<file path="config.mk">
export PLATFORM = sky130hd
export DESIGN_NAME = epaper_serial_host_port
export DESIGN_NICKNAME = d
export VERILOG_FILES = /design/src/epd_port_pkg.sv /design/src/epaper_serial_host_port.sv /design/src/epd_edge_sync.sv
export SDC_FILE = /design/constraint.sdc
export NUM_CORES = 1
export LEC_CHECK = 0
export ABC_AREA = 1
export BUFFER_PORTS_ARGS = -buffer_cell sky130_fd_sc_hd__clkbuf_2
export CORE_MARGIN = 3
export CORE_UTILIZATION = 50
export CTS_CLUSTER_DIAMETER = 30
export CTS_CLUSTER_SIZE = 14
export DETAILED_ROUTE_END_ITERATION = 7
export PLACE_DENSITY_LB_ADDON = 0.3
export SYNTH_ARGS = -nofsm -noshare
export SYNTH_HDL_FRONTEND = slang
export SYNTH_SLANG_ARGS = --single-unit
</file>
<file path="constraint.sdc">
create_clock -name mclk -period 3.8 [get_ports mclk]
set_clock_uncertainty 0.2 [all_clocks]
set_input_delay 0.57 -clock mclk [delete_from_list [all_inputs] [get_ports mclk]]
set_output_delay 0.57 -clock mclk [all_outputs]
set_load 0.01 [all_outputs]
</file>
<file path="src/epd_port_pkg.sv">
/*
 * constants shared by the display host serial port: timing, word sizes, states.
 * assumes a single 20 MHz system clock; the serial clock is sampled, not used as a clock.
 */
package epd_port_pkg;
    // =====================================================================
    // system clock and timing
    // =====================================================================
    localparam int CLK_HZ          = 20_000_000;
    localparam int BUSY_STRETCH_NS = 1000;  // least time busy stays up after a busy cause
    localparam int BUSY_STRETCH_CYC =
        ((BUSY_STRETCH_NS * (CLK_HZ / 1_000_000)) + 999) / 1000;
    localparam logic [5:0] BUSY_STRETCH_LD = 6'(BUSY_STRETCH_CYC);

    // =====================================================================
    // word layout
    // =====================================================================
    localparam int         BYTE_BITS   = 8;
    localparam logic [3:0] WORD4_LAST  = 4'h7;  // last bit index, 4-line word of 8
    localparam logic [3:0] WORD3_LAST  = 4'h8;  // last bit index, 3-line word of 9
    localparam logic       QUAL_CMD    = 1'b0;
    localparam logic       QUAL_DATA   = 1'b1;
    localparam logic       STRAP_4LINE = 1'b0;

    // =====================================================================
    // receive state
    // =====================================================================
    typedef enum logic [1:0] {
        LINK_IDLE  = 2'b00,
        LINK_SHIFT = 2'b01,
        LINK_READ  = 2'b10
    } link_state_e;
endpackage

</file>
<file path="src/epaper_serial_host_port.sv">
/*
 * host serial port of a small display module: select gating, command/data
 * qualifier, 3/4-line strap, read shift-out and busy output.
 * assumes the host serial clock is well below mclk/4 (bench: 400 ns period writing, 500 ns reading);
 * all pins are sampled by mclk through two flops.
 */
`timescale 1ns/1ps
module epaper_serial_host_port
    import epd_port_pkg::*;
(
    input  wire logic       mclk,
    input  wire logic       rst,
    input  wire logic       reset_n_input,
    input  wire logic       bus_width_strap,
    input  wire logic       sel_n,
    input  wire logic       sclk,
    input  wire logic       sdata_in,
    output logic            sdata_out,
    output logic            sdata_oe,
    input  wire logic       dc_sel,
    input  wire logic       waveform_active,
    input  wire logic       sensor_active,
    input  wire logic       read_request,
    input  wire logic [7:0] read_byte,
    output logic            read_byte_take,
    output logic [7:0]      rx_byte,
    output logic            rx_is_data,
    output logic            rx_valid,
    output logic            three_line_mode,
    output logic            busy
);
    import epd_port_pkg::*;

    logic        sel_n_s;
    logic        sel_fall;
    logic        sel_rise;
    logic        sclk_rise;
    logic        sclk_fall;
    logic        sdin_s;
    logic        dc_meta_ff;
    logic        dc_s_ff;
    logic        strap_meta_ff;
    logic        strap_s_ff;
    logic        rstn_meta_ff;
    logic        rstn_s_ff;
    logic        srst;
    link_state_e state_ff;
    logic [3:0]  bit_cnt_ff;
    logic [8:0]  shift_ff;
    logic        mode3_ff;
    logic [7:0]  tx_ff;
    logic [2:0]  tx_cnt_ff;
    logic [5:0]  busy_cnt_ff;
    logic        busy_ff;
    logic        rx_valid_ff;
    logic [7:0]  rx_byte_ff;
    logic        rx_is_data_ff;
    logic        take_ff;
    logic [3:0]  last_idx;
    logic        word_done;

    // =====================================================================
    // pin synchronisers
    // =====================================================================
    epd_edge_sync #(.INIT(1'b1)) u_sel (
        .clk(mclk), .rst(rst), .din(sel_n), .level(sel_n_s), .rise(sel_rise), .fall(sel_fall)
    );
    epd_edge_sync #(.INIT(1'b0)) u_sclk (
        .clk(mclk), .rst(rst), .din(sclk), .level(), .rise(sclk_rise), .fall(sclk_fall)
    );
    epd_edge_sync #(.INIT(1'b0)) u_sdin (
        .clk(mclk), .rst(rst), .din(sdata_in), .level(sdin_s), .rise(), .fall()
    );

    // level pins: qualifier, strap, module reset
    always_ff @(posedge mclk or posedge rst) begin
        if (rst) begin
            dc_meta_ff    <= 1'b0;
            dc_s_ff       <= 1'b0;
            strap_meta_ff <= 1'b0;
            strap_s_ff    <= 1'b0;
            rstn_meta_ff  <= 1'b0;
            rstn_s_ff     <= 1'b0;
        end else begin
            dc_meta_ff    <= dc_sel;
            dc_s_ff       <= dc_meta_ff;
            strap_meta_ff <= bus_width_strap;
            strap_s_ff    <= strap_meta_ff;
            rstn_meta_ff  <= reset_n_input;
            rstn_s_ff     <= rstn_meta_ff;
        end
    end

    assign srst = ~rstn_s_ff;

    // strap is caught only while idle with select high, or under module reset, so a word never changes length midway
    always_ff @(posedge mclk or posedge rst) begin
        if (rst) begin
            mode3_ff <= 1'b0;
        end else if (srst || (state_ff == LINK_IDLE && sel_n_s)) begin
            mode3_ff <= (strap_s_ff != STRAP_4LINE);
        end
    end

    assign last_idx  = mode3_ff ? WORD3_LAST : WORD4_LAST;
    assign word_done = (bit_cnt_ff == last_idx);

    // =====================================================================
    // receive state machine and shifter
    // =====================================================================
    always_ff @(posedge mclk or posedge rst) begin
        if (rst) begin
            state_ff   <= LINK_IDLE;
            bit_cnt_ff <= 4'h0;
            shift_ff   <= 9'h000;
        end else if (srst || sel_n_s) begin
            // partial words are dropped when select rises
            state_ff   <= LINK_IDLE;
            bit_cnt_ff <= 4'h0;
            shift_ff   <= 9'h000;
        end else begin
            unique case (state_ff)
                LINK_IDLE: begin
                    state_ff <= LINK_SHIFT;
                end
                LINK_SHIFT: begin
                    if (sclk_rise) begin
                        shift_ff <= {shift_ff[7:0], sdin_s};  // msb first
                        if (word_done) begin
                            bit_cnt_ff <= 4'h0;
                            if (read_request) begin
                                state_ff <= LINK_READ;
                            end
                        end else begin
                            bit_cnt_ff <= bit_cnt_ff + 4'h1;
                        end
                    end
                end
                LINK_READ: begin
                    state_ff <= LINK_READ;  // held until select rises
                end
                default: begin
                    state_ff <= LINK_IDLE;
                end
            endcase
        end
    end

    // completed word: qualifier from pin in 4-line, from leading bit in 3-line
    always_ff @(posedge mclk or posedge rst) begin
        if (rst) begin
            rx_valid_ff   <= 1'b0;
            rx_byte_ff    <= 8'h00;
            rx_is_data_ff <= 1'b0;
        end else begin
            rx_valid_ff <= 1'b0;
            if (!srst && !sel_n_s && state_ff == LINK_SHIFT && sclk_rise && word_done) begin
                rx_valid_ff <= 1'b1;
                rx_byte_ff  <= {shift_ff[6:0], sdin_s};
                if (mode3_ff) begin
                    rx_is_data_ff <= (shift_ff[7] == QUAL_DATA);
                end else begin
                    rx_is_data_ff <= (dc_s_ff == QUAL_DATA);
                end
            end
        end
    end

    // =====================================================================
    // read shift-out on falling edges
    // =====================================================================
    always_ff @(posedge mclk or posedge rst) begin
        if (rst) begin
            tx_ff     <= 8'h00;
            tx_cnt_ff <= 3'h0;
            take_ff   <= 1'b0;
        end else begin
            take_ff <= 1'b0;
            if (srst || sel_n_s || state_ff != LINK_READ) begin
                tx_cnt_ff <= 3'h0;
                tx_ff     <= read_byte;
            end else if (sclk_fall) begin
                if (tx_cnt_ff == 3'h0) begin
                    tx_ff   <= read_byte;  // msb goes out on this edge
                    take_ff <= 1'b1;
                end else begin
                    tx_ff <= {tx_ff[6:0], 1'b0};
                end
                tx_cnt_ff <= tx_cnt_ff + 3'h1;
            end
        end
    end

    assign sdata_out      = tx_ff[7];
    assign sdata_oe       = (state_ff == LINK_READ) && !sel_n_s;
    assign read_byte_take = take_ff;

    // =====================================================================
    // busy: held while a cause is active and a short stretch after
    // =====================================================================
    always_ff @(posedge mclk or posedge rst) begin
        if (rst) begin
            busy_cnt_ff <= 6'h00;
            busy_ff     <= 1'b0;
        end else if (srst) begin
            busy_cnt_ff <= 6'h00;
            busy_ff     <= 1'b0;
        end else if (waveform_active || sensor_active) begin
            busy_cnt_ff <= BUSY_STRETCH_LD;
            busy_ff     <= 1'b1;
        end else if (busy_cnt_ff != 6'h00) begin
            busy_cnt_ff <= busy_cnt_ff - 6'h01;
            busy_ff     <= (busy_cnt_ff != 6'h01);
        end
    end

    assign busy            = busy_ff;  // host must hold off while high
    assign rx_byte         = rx_byte_ff;
    assign rx_is_data      = rx_is_data_ff;
    assign rx_valid        = rx_valid_ff;
    assign three_line_mode = mode3_ff;

    // =====================================================================
    // checks
    // =====================================================================
    chk_sel_gates_rx: assert property (@(posedge mclk) disable iff (rst)
        rx_valid |-> !$past(sel_n_s))
        else $error("word accepted while select high");
    chk_qual_4line: assert property (@(posedge mclk) disable iff (rst)
        rx_valid && !mode3_ff |-> rx_is_data == $past(dc_s_ff))
        else $error("4-line qualifier mismatch");
    chk_qual_3line: assert property (@(posedge mclk) disable iff (rst)
        rx_valid && mode3_ff |-> rx_is_data == $past(shift_ff[7]))
        else $error("3-line qualifier not from leading bit");
    chk_reset_idle: assert property (@(posedge mclk) disable iff (rst)
        srst |=> state_ff == LINK_IDLE && !busy && !rx_valid)
        else $error("logic active under module reset");
    chk_busy_cause: assert property (@(posedge mclk) disable iff (rst)
        (waveform_active || sensor_active) && !srst |=> busy)
        else $error("busy not raised");
    chk_busy_drop: assert property (@(posedge mclk) disable iff (rst)
        $fell(busy) && !$past(srst) |-> $past(busy_cnt_ff) == 6'h01)
        else $error("busy dropped early");
    chk_abort_clear: assert property (@(posedge mclk) disable iff (rst)
        sel_rise |=> bit_cnt_ff == 4'h0 && state_ff == LINK_IDLE)
        else $error("partial word kept after select rise");
    chk_bit_bound: assert property (@(posedge mclk) disable iff (rst)
        bit_cnt_ff <= last_idx)
        else $error("bit count past word end");
    // while driving, the read line may only move after a detected falling edge
    chk_read_drive: assert property (@(posedge mclk) disable iff (rst)
        sdata_oe && $past(sdata_oe) && !$past(sclk_fall) |-> $stable(sdata_out))
        else $error("read data moved off a falling edge");

    cov_word4: cover property (@(posedge mclk) rx_valid && !mode3_ff);
    cov_word3: cover property (@(posedge mclk) rx_valid && mode3_ff && rx_is_data);
    cov_read: cover property (@(posedge mclk) read_byte_take);
    cov_abort: cover property (@(posedge mclk) sel_rise && bit_cnt_ff != 4'h0);
endmodule

</file>
<file path="src/epd_edge_sync.sv">
/*
 * two-flop synchroniser with rise and fall detect taken from the second flop.
 * assumes the input is asynchronous to clk; reset value is a parameter.
 */
`timescale 1ns/1ps
module epd_edge_sync #(
    parameter logic INIT = 1'b0
) (
    input  wire logic clk,
    input  wire logic rst,
    input  wire logic din,
    output logic      level,
    output logic      rise,
    output logic      fall
);
    logic meta_ff;
    logic sync_ff;
    logic last_ff;

    // =====================================================================
    // synchroniser: the first flop feeds only the second
    // =====================================================================
    always_ff @(posedge clk or posedge rst) begin
        if (rst) begin
            meta_ff <= INIT;
            sync_ff <= INIT;
            last_ff <= INIT;
        end else begin
            meta_ff <= din;
            sync_ff <= meta_ff;
            last_ff <= sync_ff;
        end
    end

    assign level = sync_ff;
    assign rise  = sync_ff & ~last_ff;
    assign fall  = ~sync_ff & last_ff;
endmodule

</file>
Word level (Yosys, flattened, before mapping)
Cells that the tools add are included.

Output and inout bits: 15. Register bits after elaboration: 57. Word-level logic and storage cells: 90.

Reduce and logical (&&, ||, !) cells: 19. Equal/unequal tests: 9. Add/sub/neg operators: 3. Mux-type cells: 29. Bitwise operators: 5.

Operator list (number): 8-bit two-way mux (6); 4-bit two-way mux (5); 6-bit two-way mux (3); 3-bit inequality test (second input constant) (3); 1-bit two-way mux (8); 2-bit two-way mux (4); 1-bit logical AND (6); 3-bit two-way mux (2); 6-bit by 1-bit inequality test with 1-bit output (second input constant) (1); 2-bit one-hot mux with 3 select lines (1); 2-bit nonzero test (3); 6-bit nonzero test (1); 6-bit by 1-bit subtractor with 6-bit output (second input constant) (1); 4-bit by 1-bit adder with 4-bit output (second input constant) (1); 4-bit == test (1); 1-bit logical OR (4); 3-bit by 1-bit adder with 3-bit output (second input constant) (1); 3-bit zero test (1); 3-bit by 1-bit inequality test with 1-bit output (second input constant) (1); 1-bit inverter (3); 3-bit AND reduction (1); 1-bit AND (2); 2-bit by 1-bit == test with 1-bit output (second input constant) (1); 2-bit == test (second input constant) (1); other kinds (4) (4).

Longest topological paths before layout
Depth in word-level cells: 6. Mapped depth: 8. Mapped depth without buffers: 8.

Modules after synthesis
A second synthesis with hierarchy kept.

Cell total of the unflattened synthesis: 285. Area, all modules: 2652.5 µm².

By module, submodules not included: epaper_serial_host_port (area an instance 2367.3 µm², seq. area each 1251.2 µm², instances 1, cells an instance 261); epd_edge_sync at u_sclk ... (area an instance 93.8 µm², seq. area each 75.1 µm², instances 2, cells an instance 8); epd_edge_sync at u_sel (area an instance 97.6 µm², seq. area each 78.8 µm², instances 1, cells an instance 8).

Least setup slack after synthesis
Ideal clock, no wire load.

Kind: register to output. From: register state_ff[0]. To: output port sdata_oe. Data arrival time: 0.836 ns. Slack: 2.194 ns. Path buffers: 0. Cell stages (with the launch flop): 5. Cells stage by stage: dfrtp_1 inv_1 ha_1 inv_1 nor2_1.

Longest elaborated chain between the ends: 2.

Ends and longest elaborated chain: from (decl) (RTL line epaper_serial_host_port.sv:47) `link_state_e state_ff;`; from (signal assigned) (RTL line epaper_serial_host_port.sv:113) `state_ff <= LINK_IDLE;`; from (signal assigned) (RTL line epaper_serial_host_port.sv:118) `state_ff <= LINK_IDLE;`; from (signal assigned) (RTL line epaper_serial_host_port.sv:124) `state_ff <= LINK_SHIFT;`; 2-bit == test (RTL line epaper_serial_host_port.sv:195) `assign sdata_oe = (state_ff == LINK_READ) && !sel_n_s;`; 1-bit logical AND (RTL line epaper_serial_host_port.sv:195); to (decl) (RTL line epaper_serial_host_port.sv:19) `output logic sdata_oe,`.

Every way passes these cells.

Final worst setup path
Same ends and word-level chain as after synthesis.

==> run summary <==
sequential fraction of the synthesis area = 0.561
clock slew seen by the registers of the worst setup and hold paths = 0.06 ns
antenna diode count = 0
Syn. warnings = 0
vias in the first global route = 1843
Data arrival, critical path = 1.38 ns
Detailed Place HPWL = 3.17 mm
worst hold path type = input port to register
DIE AREA = 0.00599 sq mm
Pre-antenna DRT Iters = 4
register-to-register setup slack = 2.05 ns
clock buffer depth = 2
residual DRC count = 0
Leakage = 0.00156 uW
final RePlAce weighted congestion = 0.855
Mean Syn Cell Area = 9.13 sq um
CTS tree = built
cell count of the worst reg-to-reg path = 7
Crit. Startpoint = state_ff[0]$_DFFE_PP0P_
io pins = 34
Fmax = 466 MHz
H-tree depth = 3
Detailed Route Iter0 Violations = 84
postcts setup bufs = 0
mapped cell area = 0.00255 sq mm
Worst slew margin = 0.489
total core area = 0.00482 sq mm
final WL = 4.36 mm
Tcrit/Tclk final = 0.565
critical path peak fanout = 3
input/output buffers = 33
first-pass GRT wire length = 7.96 mm
EDFF count, synth = 0
Final Max Tran Viols = 0
most frequent cells in the layout = 61 x nand2_1, 55 x dfrtp_1, 52 x inv_1, 33 x clkbuf_2, 20 x nand3_1
DR WL/cell = 11.1 um
RSZ-0062 raised after global routing = no
Num CTS Buffers = 9
RR Endpoint = rx_is_data$_DFFE_PP0P_
commonest non-fill, non-tap cell in the layout = nand2_1
Worst Hold End = u_sel.meta_ff$_DFF_PP1_
area delta synth->final = 16.8%
vias per cell = 4.72
hold depth = 1
clk sinks = 57
largest net degree at the start of global routing = 39
maximum vdd drop = 0.247 mV
status = finished clean
Clk Latency, worst-skew pair = 0.33 ns
Slew @ Worst Pin = 0.766 ns
total number of vias = 1853
Mapped Nets = 307
Worst Path Required = 3.03 ns
RR Startpoint = state_ff[1]$_DFFE_PP0P_
hold_sp = sel_n
Async SR Flop Fraction = 1.00
fraction of layout cells with a size suffix above 1 = 0.227
Yosys reg bits = 57
CP endpoint kind = primary output
ys flop type = dfrtp_1
Max Cap Violations = 0
post_cts resized = 0
Rows = 25
multi-input logic area = 881 sq um
gr usage total = 0.171
initial antenna violation count = 0
Distinct cells, synth = 24
Period minus WS final = 2.15 ns
Tot Pwr = 1280 uW
Root Buffer = clkbuf_8
final core utilization = 0.618
CTS Hold Buffers Added = 0
# fillers = 437
startpoint types = register
TNS Setup = 0 ns
register area = 0.00143 sq mm
Hold Fails Final Rpt = 0
Power Dens Cells = 429 mW/mm^2
Die W = 77.4 um
Starting Density = 0.529
Mapped Cells = 279
remaining antenna violation count after routing = 0
GRT overflow = 0
setup violators final = 0
Die Y = 77.4 um
Net count, final = 349
critical path class = register to primary output
[state kept, by name (all words and copies together), names as in the netlist, 2 cells and up]
register     cells
busy_cnt_ff      6
state_ff         2
rx_byte          8
tx_ff            8
shift_ff         8
tx_cnt_ff        3
bit_cnt_ff       4
[cell type report]
| type | count | share of cell area |
|---|---|---|
| multi-input cells | 163 | 0.296 |
| clock buffers | 13 | 0.0534 |
| repair buffers | 34 | 0.0580 |
| clock inverters | 3 | 0.0135 |
| well taps | 67 | 0.0282 |
| flip-flops and latches | 57 | 0.480 |
| inverters | 56 | 0.0706 |
[cell families after synthesis]
logic type / synth area share
and+or+nand+nor: 0.202
AOI/OAI and AO/OA: 0.0997
DFF: 0.561
adders and majority gates: 0.0442
buffers and inverters: 0.0933
[synth_stat cells (8+ instances only)]
master,count,area (sq um)
nand2_1,61,229
dfrtp_1,55,1380
inv_1,53,199
nand3_1,20,100
nor2_1,17,63.8
ha_1,9,113
o21ai_1,9,45.0
o21ai_2,9,78.8
o22ai_1,9,56.3
o21ai_0,8,40.0
[through the flow]
stage / worst slack, ns / hold slack, ns / cell area [sq um] / cells
3_3_place_gp: 2.06 / 0.134 / 2780 / 377
6_report: 1.65 / 0.126 / 2980 / 393
2_1_floorplan: 1.63 / 0.131 / 2550 / 279
4_1_cts: 1.66 / 0.114 / 2980 / 393
5_1_grt: 1.57 / 0.102 / 2980 / 393
3_5_place_dp: 2.03 / 0.140 / 2780 / 377
[how the worst max path moves through the flow]
stage / to / slack [ns] / cells after the start
2_1_floorplan: bit_cnt_ff[0]$_DFFE_PP0P_ / 1.63 / 1
6_report: sdata_oe / 1.65 / 5
4_1_cts: sdata_oe / 1.66 / 5
3_5_place_dp: sdata_oe / 2.03 / 5
3_3_place_gp: sdata_oe / 2.06 / 5
5_1_grt: sdata_oe / 1.57 / 5
[worst max-delay path: stages (launching register included)]
cell and delay [ns]:
dfrtp_1 0.41, inv_1 0.10, ha_1 0.17, inv_1 0.08, nor2_1 0.13, clkbuf_2 0.15
[routing by layer]
layer / track usage / share of wire / routed length (um) / vias up
met1: 0.204 / 0.44 / 1930 / 864
li1: - / - / - / 947
met3: 0.0708 / 0.052 / 229 / 6
met5: 0 / 0 / 0 / -
met4: 0.0587 / 0.016 / 70 / 0
met2: 0.282 / 0.49 / 2130 / 36
[power breakdown]
| group | switching (uW) | internal, uW |
|---|---|---|
| clock network | 221 | 337 |
| registers | 10.6 | 627 |
| logic | 53.5 | 27.8 |
Note: power is estimated with default switching activity, not from simulation.
